$ cat config.mk
export PLATFORM = sky130hd
export DESIGN_NAME = pixel_path_select_video
export DESIGN_NICKNAME = d
export VERILOG_FILES = /design/src/core/pixel_path_select_video.v
export VERILOG_INCLUDE_DIRS = /design/src /design/src/core
export SDC_FILE = /design/constraint.sdc
export NUM_CORES = 1
export LEC_CHECK = 0
export BUFFER_PORTS_ARGS = -buffer_cell sky130_fd_sc_hd__buf_2
export CAP_MARGIN = 20
export CELL_PAD_IN_SITES_DETAIL_PLACEMENT = 0
export CELL_PAD_IN_SITES_GLOBAL_PLACEMENT = 1
export CORE_ASPECT_RATIO = 0.6
export CORE_MARGIN = 1.5
export CORE_UTILIZATION = 41
export CTS_CLUSTER_SIZE = 14
export DETAILED_ROUTE_END_ITERATION = 7
export PLACE_DENSITY = 0.74
export RECOVER_POWER = 50
export SKIP_CTS_REPAIR_TIMING = 1
export SKIP_LAST_GASP = 1
export SYNTH_ARGS = -nofsm -noshare
export SYNTH_HDL_FRONTEND = slang
export SYNTH_SLANG_ARGS = --single-unit
export TNS_END_PERCENT = 100
$ cat constraint.sdc
create_clock -name clk_sys -period 3.55 [get_ports clk_sys]
set_input_delay 0.355 -clock clk_sys [delete_from_list [all_inputs] [get_ports clk_sys]]
set_output_delay 0.355 -clock clk_sys [all_outputs]
set_load 0.01 [all_outputs]
$ cat src/core/pixel_path_regs.vh
`ifndef PIXEL_PATH_REGS_VH
`define PIXEL_PATH_REGS_VH
// ----------------------------------------
// Register offsets
// ----------------------------------------
`define A_CTRL 8'h00
`define A_STAT 8'h04
`define A_CURMAP 8'h08
`define A_PMAP 8'h0c
// ----------------------------------------
// Control fields
// ----------------------------------------
`define C_EXPR 0
`define C_DITH 1
`define C_ALPHA 2
`define C_ADBL 3
`define C_PUPEN 4
`define C_WIDE 5
`define C_VOUT 6
`define CTRL_RST 7'h22
// ----------------------------------------
// Mode word fields
// ----------------------------------------
`define M_TAG 1:0
`define M_VID 2
`define M_AUXEN 3
`define M_CIMSB 8:4
`define M_AUXMSB 13:9
// ----------------------------------------
// Encodings and sizes
// ----------------------------------------
`define TAG_CI 2'h0
`define SEL_ADDR 3'h0
`define SEL_DATA 3'h1
`define SEL_CUR 3'h2
`define SEL_PUP 3'h3
`define PIPE_N 5
`define ALPHA_DLY 4
`define FIFO_D 8
`define FIFO_AW 3
`define SPLIT_OUT 24'hf0f0f0
`define RESP_OK 2'h0
`define RESP_ERR 2'h2
`endif

$ cat src/core/pixel_path_select_video.v
// Implementation choices: the register offsets and the AXI4-Lite register port.
`timescale 1ns/100ps
`default_nettype none
`include "pixel_path_regs.vh"
module pixel_path_select_video (
    input  wire        clk_sys,
    input  wire        nrst,
    input  wire [23:0] pix_in,
    input  wire [7:0]  aux_in,
    input  wire [1:0]  pup_in,
    input  wire [1:0]  cur_in,
    input  wire [4:0]  did_in,
    input  wire        c_blank_n,
    output reg  [23:0] pix_out,
    output reg  [1:0]  pix_tag,
    input  wire [23:0] map_rgb,
    output wire        quarter_pixel_clock,
    input  wire [23:0] vid_in,
    output reg  [23:0] vid_out,
    output wire [23:0] vid_out_en,
    output wire        vid_oe,
    output wire        vid_alpha,
    input  wire        video_key,
    input  wire [7:0]  host_command_bus,
    input  wire [2:0]  host_register_select,
    input  wire        host_cs_n,
    input  wire [7:0]  awaddr,
    input  wire        awvalid,
    output wire        awready,
    input  wire [31:0] wdata,
    input  wire [3:0]  wstrb,
    input  wire        wvalid,
    output wire        wready,
    output reg  [1:0]  bresp,
    output reg         bvalid,
    input  wire        bready,
    input  wire [7:0]  araddr,
    input  wire        arvalid,
    output wire        arready,
    output reg  [31:0] rdata,
    output reg  [1:0]  rresp,
    output reg         rvalid,
    input  wire        rready
);
// ----------------------------------------
// Control register and bus slave
// ----------------------------------------
reg  [6:0]  ctrl_r;
reg         ovf_r;
reg  [7:0]  cur_map_r;
reg  [7:0]  pup_map_r;
reg  [7:0]  aw_r;
reg         aw_ok_r;
reg  [31:0] w_r;
reg  [3:0]  ws_r;
reg         w_ok_r;
reg  [`FIFO_AW:0] fcnt_r;
reg         phase_r;
wire        fifo_full;
wire        ovf_set;
wire        do_wr;
assign awready = !aw_ok_r && !bvalid;
assign wready  = !w_ok_r && !bvalid;
assign arready = !rvalid;
assign do_wr   = aw_ok_r && w_ok_r && !bvalid;
always @(posedge clk_sys or negedge nrst) begin
    if (!nrst) begin
        aw_r    <= 8'h00;
        aw_ok_r <= 1'b0;
        w_r     <= 32'h00000000;
        ws_r    <= 4'h0;
        w_ok_r  <= 1'b0;
        bvalid  <= 1'b0;
        bresp   <= `RESP_OK;
        ctrl_r  <= `CTRL_RST;
        ovf_r   <= 1'b0;
    end else begin
        if (awvalid && awready) begin
            aw_r    <= awaddr;
            aw_ok_r <= 1'b1;
        end
        if (wvalid && wready) begin
            w_r    <= wdata;
            ws_r   <= wstrb;
            w_ok_r <= 1'b1;
        end
        if (do_wr) begin
            aw_ok_r <= 1'b0;
            w_ok_r  <= 1'b0;
            bvalid  <= 1'b1;
            bresp   <= (aw_r == `A_CTRL || aw_r == `A_STAT) ? `RESP_OK : `RESP_ERR;
            if (aw_r == `A_CTRL && ws_r[0])
                ctrl_r <= w_r[6:0];
        end else if (bvalid && bready) begin
            bvalid <= 1'b0;
        end
        if (ovf_set)
            ovf_r <= 1'b1;
        else if (do_wr && aw_r == `A_STAT && ws_r[0] && w_r[0])
            ovf_r <= 1'b0;
    end
end
always @(posedge clk_sys or negedge nrst) begin
    if (!nrst) begin
        rvalid <= 1'b0;
        rdata  <= 32'h00000000;
        rresp  <= `RESP_OK;
    end else if (arvalid && arready) begin
        rvalid <= 1'b1;
        rresp  <= `RESP_OK;
        case (araddr)
            `A_CTRL: rdata <= {25'h0, ctrl_r};
            `A_STAT: rdata <= {24'h0, !c_blank_n, phase_r, fcnt_r, fifo_full, ovf_r};
            `A_CURMAP: rdata <= {24'h0, cur_map_r};
            `A_PMAP: rdata <= {24'h0, pup_map_r};
            default: begin
                rdata <= 32'h00000000;
                rresp <= `RESP_ERR;
            end
        endcase
    end else if (rvalid && rready) begin
        rvalid <= 1'b0;
    end
end
// ----------------------------------------
// Host command bus capture
// ----------------------------------------
reg        cs_s1_r;
reg        cs_s2_r;
reg        cs_s3_r;
reg  [7:0] hdat_r;
reg  [2:0] hsel_r;
wire       cs_go;
always @(posedge clk_sys or negedge nrst) begin
    if (!nrst) begin
        cs_s1_r <= 1'b0;
        cs_s2_r <= 1'b0;
        cs_s3_r <= 1'b0;
    end else begin
        cs_s1_r <= !host_cs_n;
        cs_s2_r <= cs_s1_r;
        cs_s3_r <= cs_s2_r;
    end
end
assign cs_go = cs_s2_r && !cs_s3_r;
// Hold bus while strobe is seen, sample on falling clock edge
always @(negedge clk_sys or negedge nrst) begin
    if (!nrst) begin
        hdat_r <= 8'h00;
        hsel_r <= 3'h0;
    end else if (!cs_s2_r) begin
        hdat_r <= host_command_bus;
        hsel_r <= host_register_select;
    end
end
// ----------------------------------------
// Mode word packing and FIFO
// ----------------------------------------
reg  [4:0]  pk_adr_r;
reg  [15:0] pk_dat_r;
reg  [1:0]  pk_cnt_r;
reg  [28:0] fifo_m [0:`FIFO_D-1];
reg  [`FIFO_AW-1:0] wp_r;
reg  [`FIFO_AW-1:0] rp_r;
reg  [23:0] mode_ram [0:31];
wire        push;
wire        pop;
wire [28:0] fhead;
assign push      = cs_go && hsel_r == `SEL_DATA && pk_cnt_r == 2'h2 && !fifo_full;
assign ovf_set   = cs_go && hsel_r == `SEL_DATA && pk_cnt_r == 2'h2 && fifo_full;
assign fifo_full = fcnt_r == `FIFO_D;
assign pop       = !c_blank_n && fcnt_r != 0;
assign fhead     = fifo_m[rp_r];
always @(posedge clk_sys or negedge nrst) begin
    if (!nrst) begin
        pk_adr_r  <= 5'h00;
        pk_dat_r  <= 16'h0000;
        pk_cnt_r  <= 2'h0;
        cur_map_r <= 8'h00;
        pup_map_r <= 8'h00;
        wp_r      <= {`FIFO_AW{1'b0}};
        rp_r      <= {`FIFO_AW{1'b0}};
        fcnt_r    <= {(`FIFO_AW+1){1'b0}};
    end else begin
        if (cs_go) begin
            case (hsel_r)
                `SEL_ADDR: begin
                    pk_adr_r <= hdat_r[4:0];
                    pk_cnt_r <= 2'h0;
                end
                `SEL_DATA: begin
                    pk_dat_r <= {pk_dat_r[7:0], hdat_r};
                    pk_cnt_r <= (pk_cnt_r == 2'h2) ? 2'h0 : pk_cnt_r + 2'h1;
                end
                `SEL_CUR: cur_map_r <= hdat_r;
                `SEL_PUP: pup_map_r <= hdat_r;
                default: pk_cnt_r <= pk_cnt_r;
            endcase
        end
        if (push) begin
            fifo_m[wp_r] <= {pk_adr_r, pk_dat_r, hdat_r};
            wp_r         <= wp_r + 1'b1;
        end
        if (pop)
            rp_r <= rp_r + 1'b1;
        if (push && !pop)
            fcnt_r <= fcnt_r + 1'b1;
        else if (pop && !push)
            fcnt_r <= fcnt_r - 1'b1;
    end
end
always @(posedge clk_sys) begin
    if (pop)
        mode_ram[fhead[28:24]] <= fhead[23:0];
end
// ----------------------------------------
// Pixel pipeline to colour map
// ----------------------------------------
reg  [41:0] pp_r [0:2];
reg  [23:0] vd_r [0:2];
reg  [23:0] md_r;
reg  [41:0] s3_r;
reg  [23:0] v3_r;
wire [41:0] pp_in;
wire [23:0] pp_pix;
wire [7:0]  pp_aux;
wire [1:0]  pp_pup;
wire [1:0]  pp_cur;
wire        pp_key;
reg  [23:0] sel_pix;
reg  [1:0]  sel_tag;
integer     k;
integer     j;
assign pp_in  = {video_key, cur_in, did_in, pup_in, aux_in, pix_in};
assign pp_pix = s3_r[23:0];
assign pp_aux = ctrl_r[`C_WIDE] ? s3_r[31:24] : {6'h00, s3_r[25:24]};
assign pp_pup = s3_r[33:32];
assign pp_cur = s3_r[40:39];
assign pp_key = s3_r[41];
always @(posedge clk_sys or negedge nrst) begin
    if (!nrst) begin
        for (k = 0; k < 3; k = k + 1) begin
            pp_r[k] <= 42'h0;
            vd_r[k] <= 24'h000000;
        end
        s3_r    <= 42'h0;
        v3_r    <= 24'h000000;
        md_r    <= 24'h000000;
        pix_out <= 24'h000000;
        pix_tag <= `TAG_CI;
    end else begin
        pp_r[0] <= pp_in;
        vd_r[0] <= vid_in;
        for (k = 1; k < 3; k = k + 1) begin
            pp_r[k] <= pp_r[k-1];
            vd_r[k] <= vd_r[k-1];
        end
        md_r    <= mode_ram[pp_r[2][38:34]];
        s3_r    <= pp_r[2];
        v3_r    <= vd_r[2];
        pix_out <= sel_pix;
        pix_tag <= sel_tag;
    end
end
always @* begin
    sel_tag = `TAG_CI;
    sel_pix = 24'h000000;
    if (pp_cur != 2'h0) begin
        sel_pix = {11'h000, cur_map_r, 3'h0, pp_cur};
    end else if (ctrl_r[`C_PUPEN] && pp_pup != 2'h0) begin
        sel_pix = {11'h000, pup_map_r, 3'h0, pp_pup};
    end else if (md_r[`M_AUXEN] && pp_aux != 8'h00) begin
        sel_pix = {11'h000, md_r[`M_AUXMSB], pp_aux};
    end else if (md_r[`M_VID] && pp_key) begin
        sel_tag = md_r[`M_TAG];
        if (ctrl_r[`C_EXPR])
            sel_pix = v3_r;
        else
            sel_pix = {v3_r[19:16], v3_r[19:16], v3_r[11:8], v3_r[11:8], v3_r[3:0], v3_r[3:0]};
    end else begin
        sel_tag = md_r[`M_TAG];
        if (md_r[`M_TAG] == `TAG_CI)
            sel_pix = {11'h000, md_r[`M_CIMSB], pp_pix[7:0]};
        else
            sel_pix = pp_pix;
    end
end
// ----------------------------------------
// Half-rate phase and dither position
// ----------------------------------------
reg        blank_d_r;
reg  [1:0] dx_r;
reg  [1:0] dy_r;
wire       blank_rise;
assign blank_rise          = c_blank_n && !blank_d_r;
assign quarter_pixel_clock = phase_r;
always @(posedge clk_sys or negedge nrst) begin
    if (!nrst) begin
        blank_d_r <= 1'b0;
        phase_r   <= 1'b0;
        dx_r      <= 2'h0;
        dy_r      <= 2'h0;
    end else begin
        blank_d_r <= c_blank_n;
        phase_r   <= blank_rise ? 1'b0 : !phase_r;
        if (blank_rise) begin
            dx_r <= 2'h0;
            dy_r <= dy_r + 2'h1;
        end else begin
            dx_r <= dx_r + 2'h1;
        end
    end
end
// ----------------------------------------
// Video select toward the board
// ----------------------------------------
reg  [23:0] rgb_r;
reg  [7:0]  al_r [0:`ALPHA_DLY-1];
reg  [23:0] vsel;
wire [3:0]  thr;
wire [11:0] dith;
wire [7:0]  al;
wire [3:0]  an;
assign thr = {dx_r[0] ^ dy_r[0], dy_r[0], dx_r[1] ^ dy_r[1], dy_r[1]};
assign al  = al_r[`ALPHA_DLY-1];
assign an  = al[7:4];
genvar g;
generate
    for (g = 0; g < 3; g = g + 1) begin : dth
        wire [8:0] sum = {1'b0, rgb_r[8*g+7:8*g]} + {5'h00, thr};
        assign dith[4*g+3:4*g] = sum[8] ? 4'hf : sum[7:4];
    end
endgenerate
always @(posedge clk_sys or negedge nrst) begin
    if (!nrst) begin
        rgb_r <= 24'h000000;
        for (j = 0; j < `ALPHA_DLY; j = j + 1)
            al_r[j] <= 8'h00;
        vid_out <= 24'h000000;
    end else begin
        rgb_r   <= map_rgb;
        al_r[0] <= pp_aux;
        for (j = 1; j < `ALPHA_DLY; j = j + 1)
            al_r[j] <= al_r[j-1];
        vid_out <= vsel;
    end
end
always @* begin
    if (!ctrl_r[`C_EXPR]) begin
        if (ctrl_r[`C_DITH])
            vsel = {dith[11:8], 4'h0, dith[7:4], 4'h0, dith[3:0], 4'h0};
        else
            vsel = {rgb_r[23:20], 4'h0, rgb_r[15:12], 4'h0, rgb_r[7:4], 4'h0};
    end else if (!ctrl_r[`C_ALPHA]) begin
        vsel = rgb_r;
    end else if (!ctrl_r[`C_ADBL]) begin
        vsel = {rgb_r[23:19], al[7:5], rgb_r[15:10], al[4:3], rgb_r[7:3], al[2:0]};
    end else begin
        vsel = {rgb_r[23:19], an[3:1], rgb_r[15:10], an[0], an[3], rgb_r[7:3], an[2:0]};
    end
end
assign vid_oe     = ctrl_r[`C_EXPR] && ctrl_r[`C_VOUT];
assign vid_out_en = ctrl_r[`C_EXPR] ? {24{vid_oe}} : `SPLIT_OUT;
assign vid_alpha  = vid_oe && ctrl_r[`C_ALPHA];
endmodule
`default_nettype wire

==> results.sh <==
export IMPL_multi_input_area_um2=8210
export IMPL_routed_wl_um=88000
export IMPL_synthFlopType="edfxtp_1"
export IMPL_ys_types=70
export IMPL_drtIter0Drc=1918
export IMPL_fin_ws_ps=-465
export IMPL_dp_hpwl_um=56600
export IMPL_synth_top_area_share_pct=46.4
export IMPL_viasPerCell=5.26
export IMPL_nFillCells=7641
export IMPL_tightestPinTransition_ps=2240
export IMPL_fp_dieW_um=400
export IMPL_ys_top_cells_by_area="edfxtp_1 (46%), dfrtp_1 (30%), mux4_2 (5.6%)"
export IMPL_drv_slew=102
export IMPL_fp_dieArea_um2=96500
export IMPL_leakagePower_nw=17.5
export IMPL_yosysSeqAreaShare_pct=77.2
export IMPL_critical_path_max_fanout=3
export IMPL_synth_area_um2=38800
export IMPL_cellPowerDensity_nw_per_um2=692
export IMPL_yosysTopAreaCell="edfxtp_1"
export IMPL_synth_async_reset_ratio_pct=44.2
export IMPL_clk_pin_slew_ps=60
export IMPL_rsz0062_at_grt="yes"
export IMPL_antenna_found_initial=3
export IMPL_clock_skew_ps=50.1
export IMPL_cts_buffers_inserted=91
export IMPL_critPathRequiredTime_ps=4130
export IMPL_syn2layout_area_growth_pct=18.7
export IMPL_syn_inst=2105
export IMPL_grt_pass1_wl_um=127000
export IMPL_drc=0
export IMPL_worst_hold_path_type="input pin to flip-flop"
export IMPL_avgSynthCellArea_um2=18.4
export IMPL_crit_path_end_kind="flip-flop"
export IMPL_drive_gt1_share_pct=22.6
export IMPL_grt_pass1_vias=19800
export IMPL_grt_total_usage_pct=17.9
export IMPL_ant_nets=0
export IMPL_tns_ps=-60230
export IMPL_place_gp_congestion=0.847
export IMPL_portBuffers=225
export IMPL_synth_most_common_cell="edfxtp_1"
export IMPL_fin_nets=2714
export IMPL_clock_latency_ps=690
export IMPL_start_util_pct=41.3
export IMPL_cts_root_buf="clkbuf_16"
export IMPL_vias=20200
export IMPL_design_core_area_um2=93800
export IMPL_yosys_register_bits=1076
export IMPL_max_cap_violations=1
export IMPL_peakVddDrop_mv=0.433
export IMPL_ios=280
export IMPL_setup_viol=259
export IMPL_clock_sinks=1076
export IMPL_yosysWarnings=0
export IMPL_total_power_mw=31.9
export IMPL_grt_overflow=0
export IMPL_violations="max-capacitance violations, max-slew violations, negative setup slack"
export IMPL_routedWlPerCell_um=22.9
export IMPL_die_y_um=241
export IMPL_seq_area_um2=29900
export IMPL_cts_tree="yes"
export IMPL_final_hold_violation_count=0
export IMPL_grt_max_degree=204
export IMPL_dr_pass1_iters=8
export IMPL_synth_edf_count=600
export IMPL_h_tree_depth=3
export IMPL_run_status="complete, but fails checks"
export IMPL_cts_path_max_buffers=3
export IMPL_synth_common_cells="edfxtp_1 (600), dfrtp_1 (463), mux2i_1 (166), mux4_2 (96), mux2_2 (84)"
export IMPL_rows=87
export IMPL_slew_headroom_pct=-49.6
export IMPL_arrival_ps=4590
export IMPL_startpoint_type="flip-flop"
export IMPL_worst_setup_path_type="flip-flop to flip-flop"
==> worst paths after layout <==
| kind | startpoint | to | slack (ps) | cells after the start |
|---|---|---|---|---|
| min in group asynchronous | nrst | pk_adr_r[0] | 180 | 2 |
| max in group asynchronous | nrst | vid_out[13] | 150 | 4 |
| setup reg to reg | hsel_r[1] | fcnt_r[3] | -470 | 11 |
| setup / recovery | hsel_r[1] | fcnt_r[3] | -470 | 11 |
| hold reg to reg | pp_r[68] | pp_r[26] | 340 | 0 |
| hold / removal | arvalid | rvalid | 150 | 3 |
==> critical path, stage by stage (launching register included) <==
cell	delay (ps)
dfrtn_1	370
nor4b_4	320
nand2_2	110
nor4b_4	260
ha_2	250
inv_4	50
ha_4	200
a21o_1	160
a21oi_2	130
xnor2_1	130
nor2_1	70
xnor2_1	120
==> per-layer routing <==
| metal | GRT usage (%) | routed length [um] | part of all wire [%] | vias to the layer above |
|---|---|---|---|---|
| met1 | 27.6 | 41000 | 47 | 10600 |
| li1 | - | - | - | 8798 |
| met2 | 24.8 | 37500 | 43 | 705 |
| met5 | 0 | 0 | 0 | - |
| met3 | 5.56 | 8010 | 9.1 | 110 |
| met4 | 3.80 | 1480 | 1.7 | 0 |
==> cell usage in the layout (no fill, tap or decap), drive strengths merged, types with 11 or more instances in the layout <==
cell	instances
buf	246
a31oi	11
dfrtp	463
mux2i	166
a22o	28
nor2b	16
and2	20
a21oi	60
edfxtp	600
clkbuf	229
dfrtn	11
a221oi	19
nand2	68
mux2	84
nor3	12
nor2	83
o221ai	14
conb	26
a22oi	19
dlygate4sd3	111
ha	14
mux4	96
nand3	22
o21ai	41
inv	25
==> registers in the layout (all words and copies together), names as in the netlist, 5 cells and up <==
register   flops
al_r          24
md_r          14
s3_r          37
aw_r           8
mode_ram     448
hdat_r         8
v3_r          24
cur_map_r      8
al             8
pk_adr_r       5
pix_out       24
rdata          8
rgb_r         24
ctrl_r         7
w_r            7
vid_out       24
pk_dat_r       6
fifo_m       152
pup_map_r      8
vd_r          72
pp_r         126
==> cells by family after synthesis <==
logic type               Yosys count  synth area share (%)
flip-flops                      1076                  77.2
multiplexers                     346                  12.3
AND/OR/NAND/NOR                  253                  3.21
AO/OA/AOI/OAI                    243                  4.39
buffers and inverters            158                  2.14
adder cells (fa/ha/maj)           15                 0.503
XOR/XNOR                          13                 0.294
other                              1               0.00967
==> through the flow <==
| stage | hold slack, ps | setup WS (ps) | instance area [um^2] | util, % | instances |
|---|---|---|---|---|---|
| 2_1_floorplan | 59.4 | -764 | 39000 | - | 2130 |
| 5_1_grt | 154 | -579 | 46000 | 49.1 | 3845 |
| 6_report | 150 | -465 | 46100 | 49.1 | 3848 |
| 3_5_place_dp | 305 | -552 | 41900 | 44.6 | 3559 |
| 3_3_place_gp | 297 | -579 | 41900 | 44.6 | 3559 |
| 4_1_cts | -441 | -501 | 44700 | 47.7 | 3713 |
==> cell type report <==
| type | instances | share of cell area [%] |
|---|---|---|
| clock inverter | 18 | 0.641 |
| clock buffer | 136 | 5.55 |
| multi-input combinational | 896 | 17.8 |
| sequential | 1076 | 65.0 |
| inverter | 22 | 0.185 |
| timing repair buffer | 450 | 7.37 |
| tap | 1246 | 3.39 |
| antenna | 4 | 0.0217 |
==> power by group <==
group	leakage (nW)	internal, mW	switching, mW	total, mW
Combinational	5.01	1.86	3.69	5.55
Clock	1.38	5.36	4.35	9.71
Sequential	11.1	15.8	0.825	16.6
Total	17.5	23.0	8.87	31.9
(Power assumes the default switching activity.)
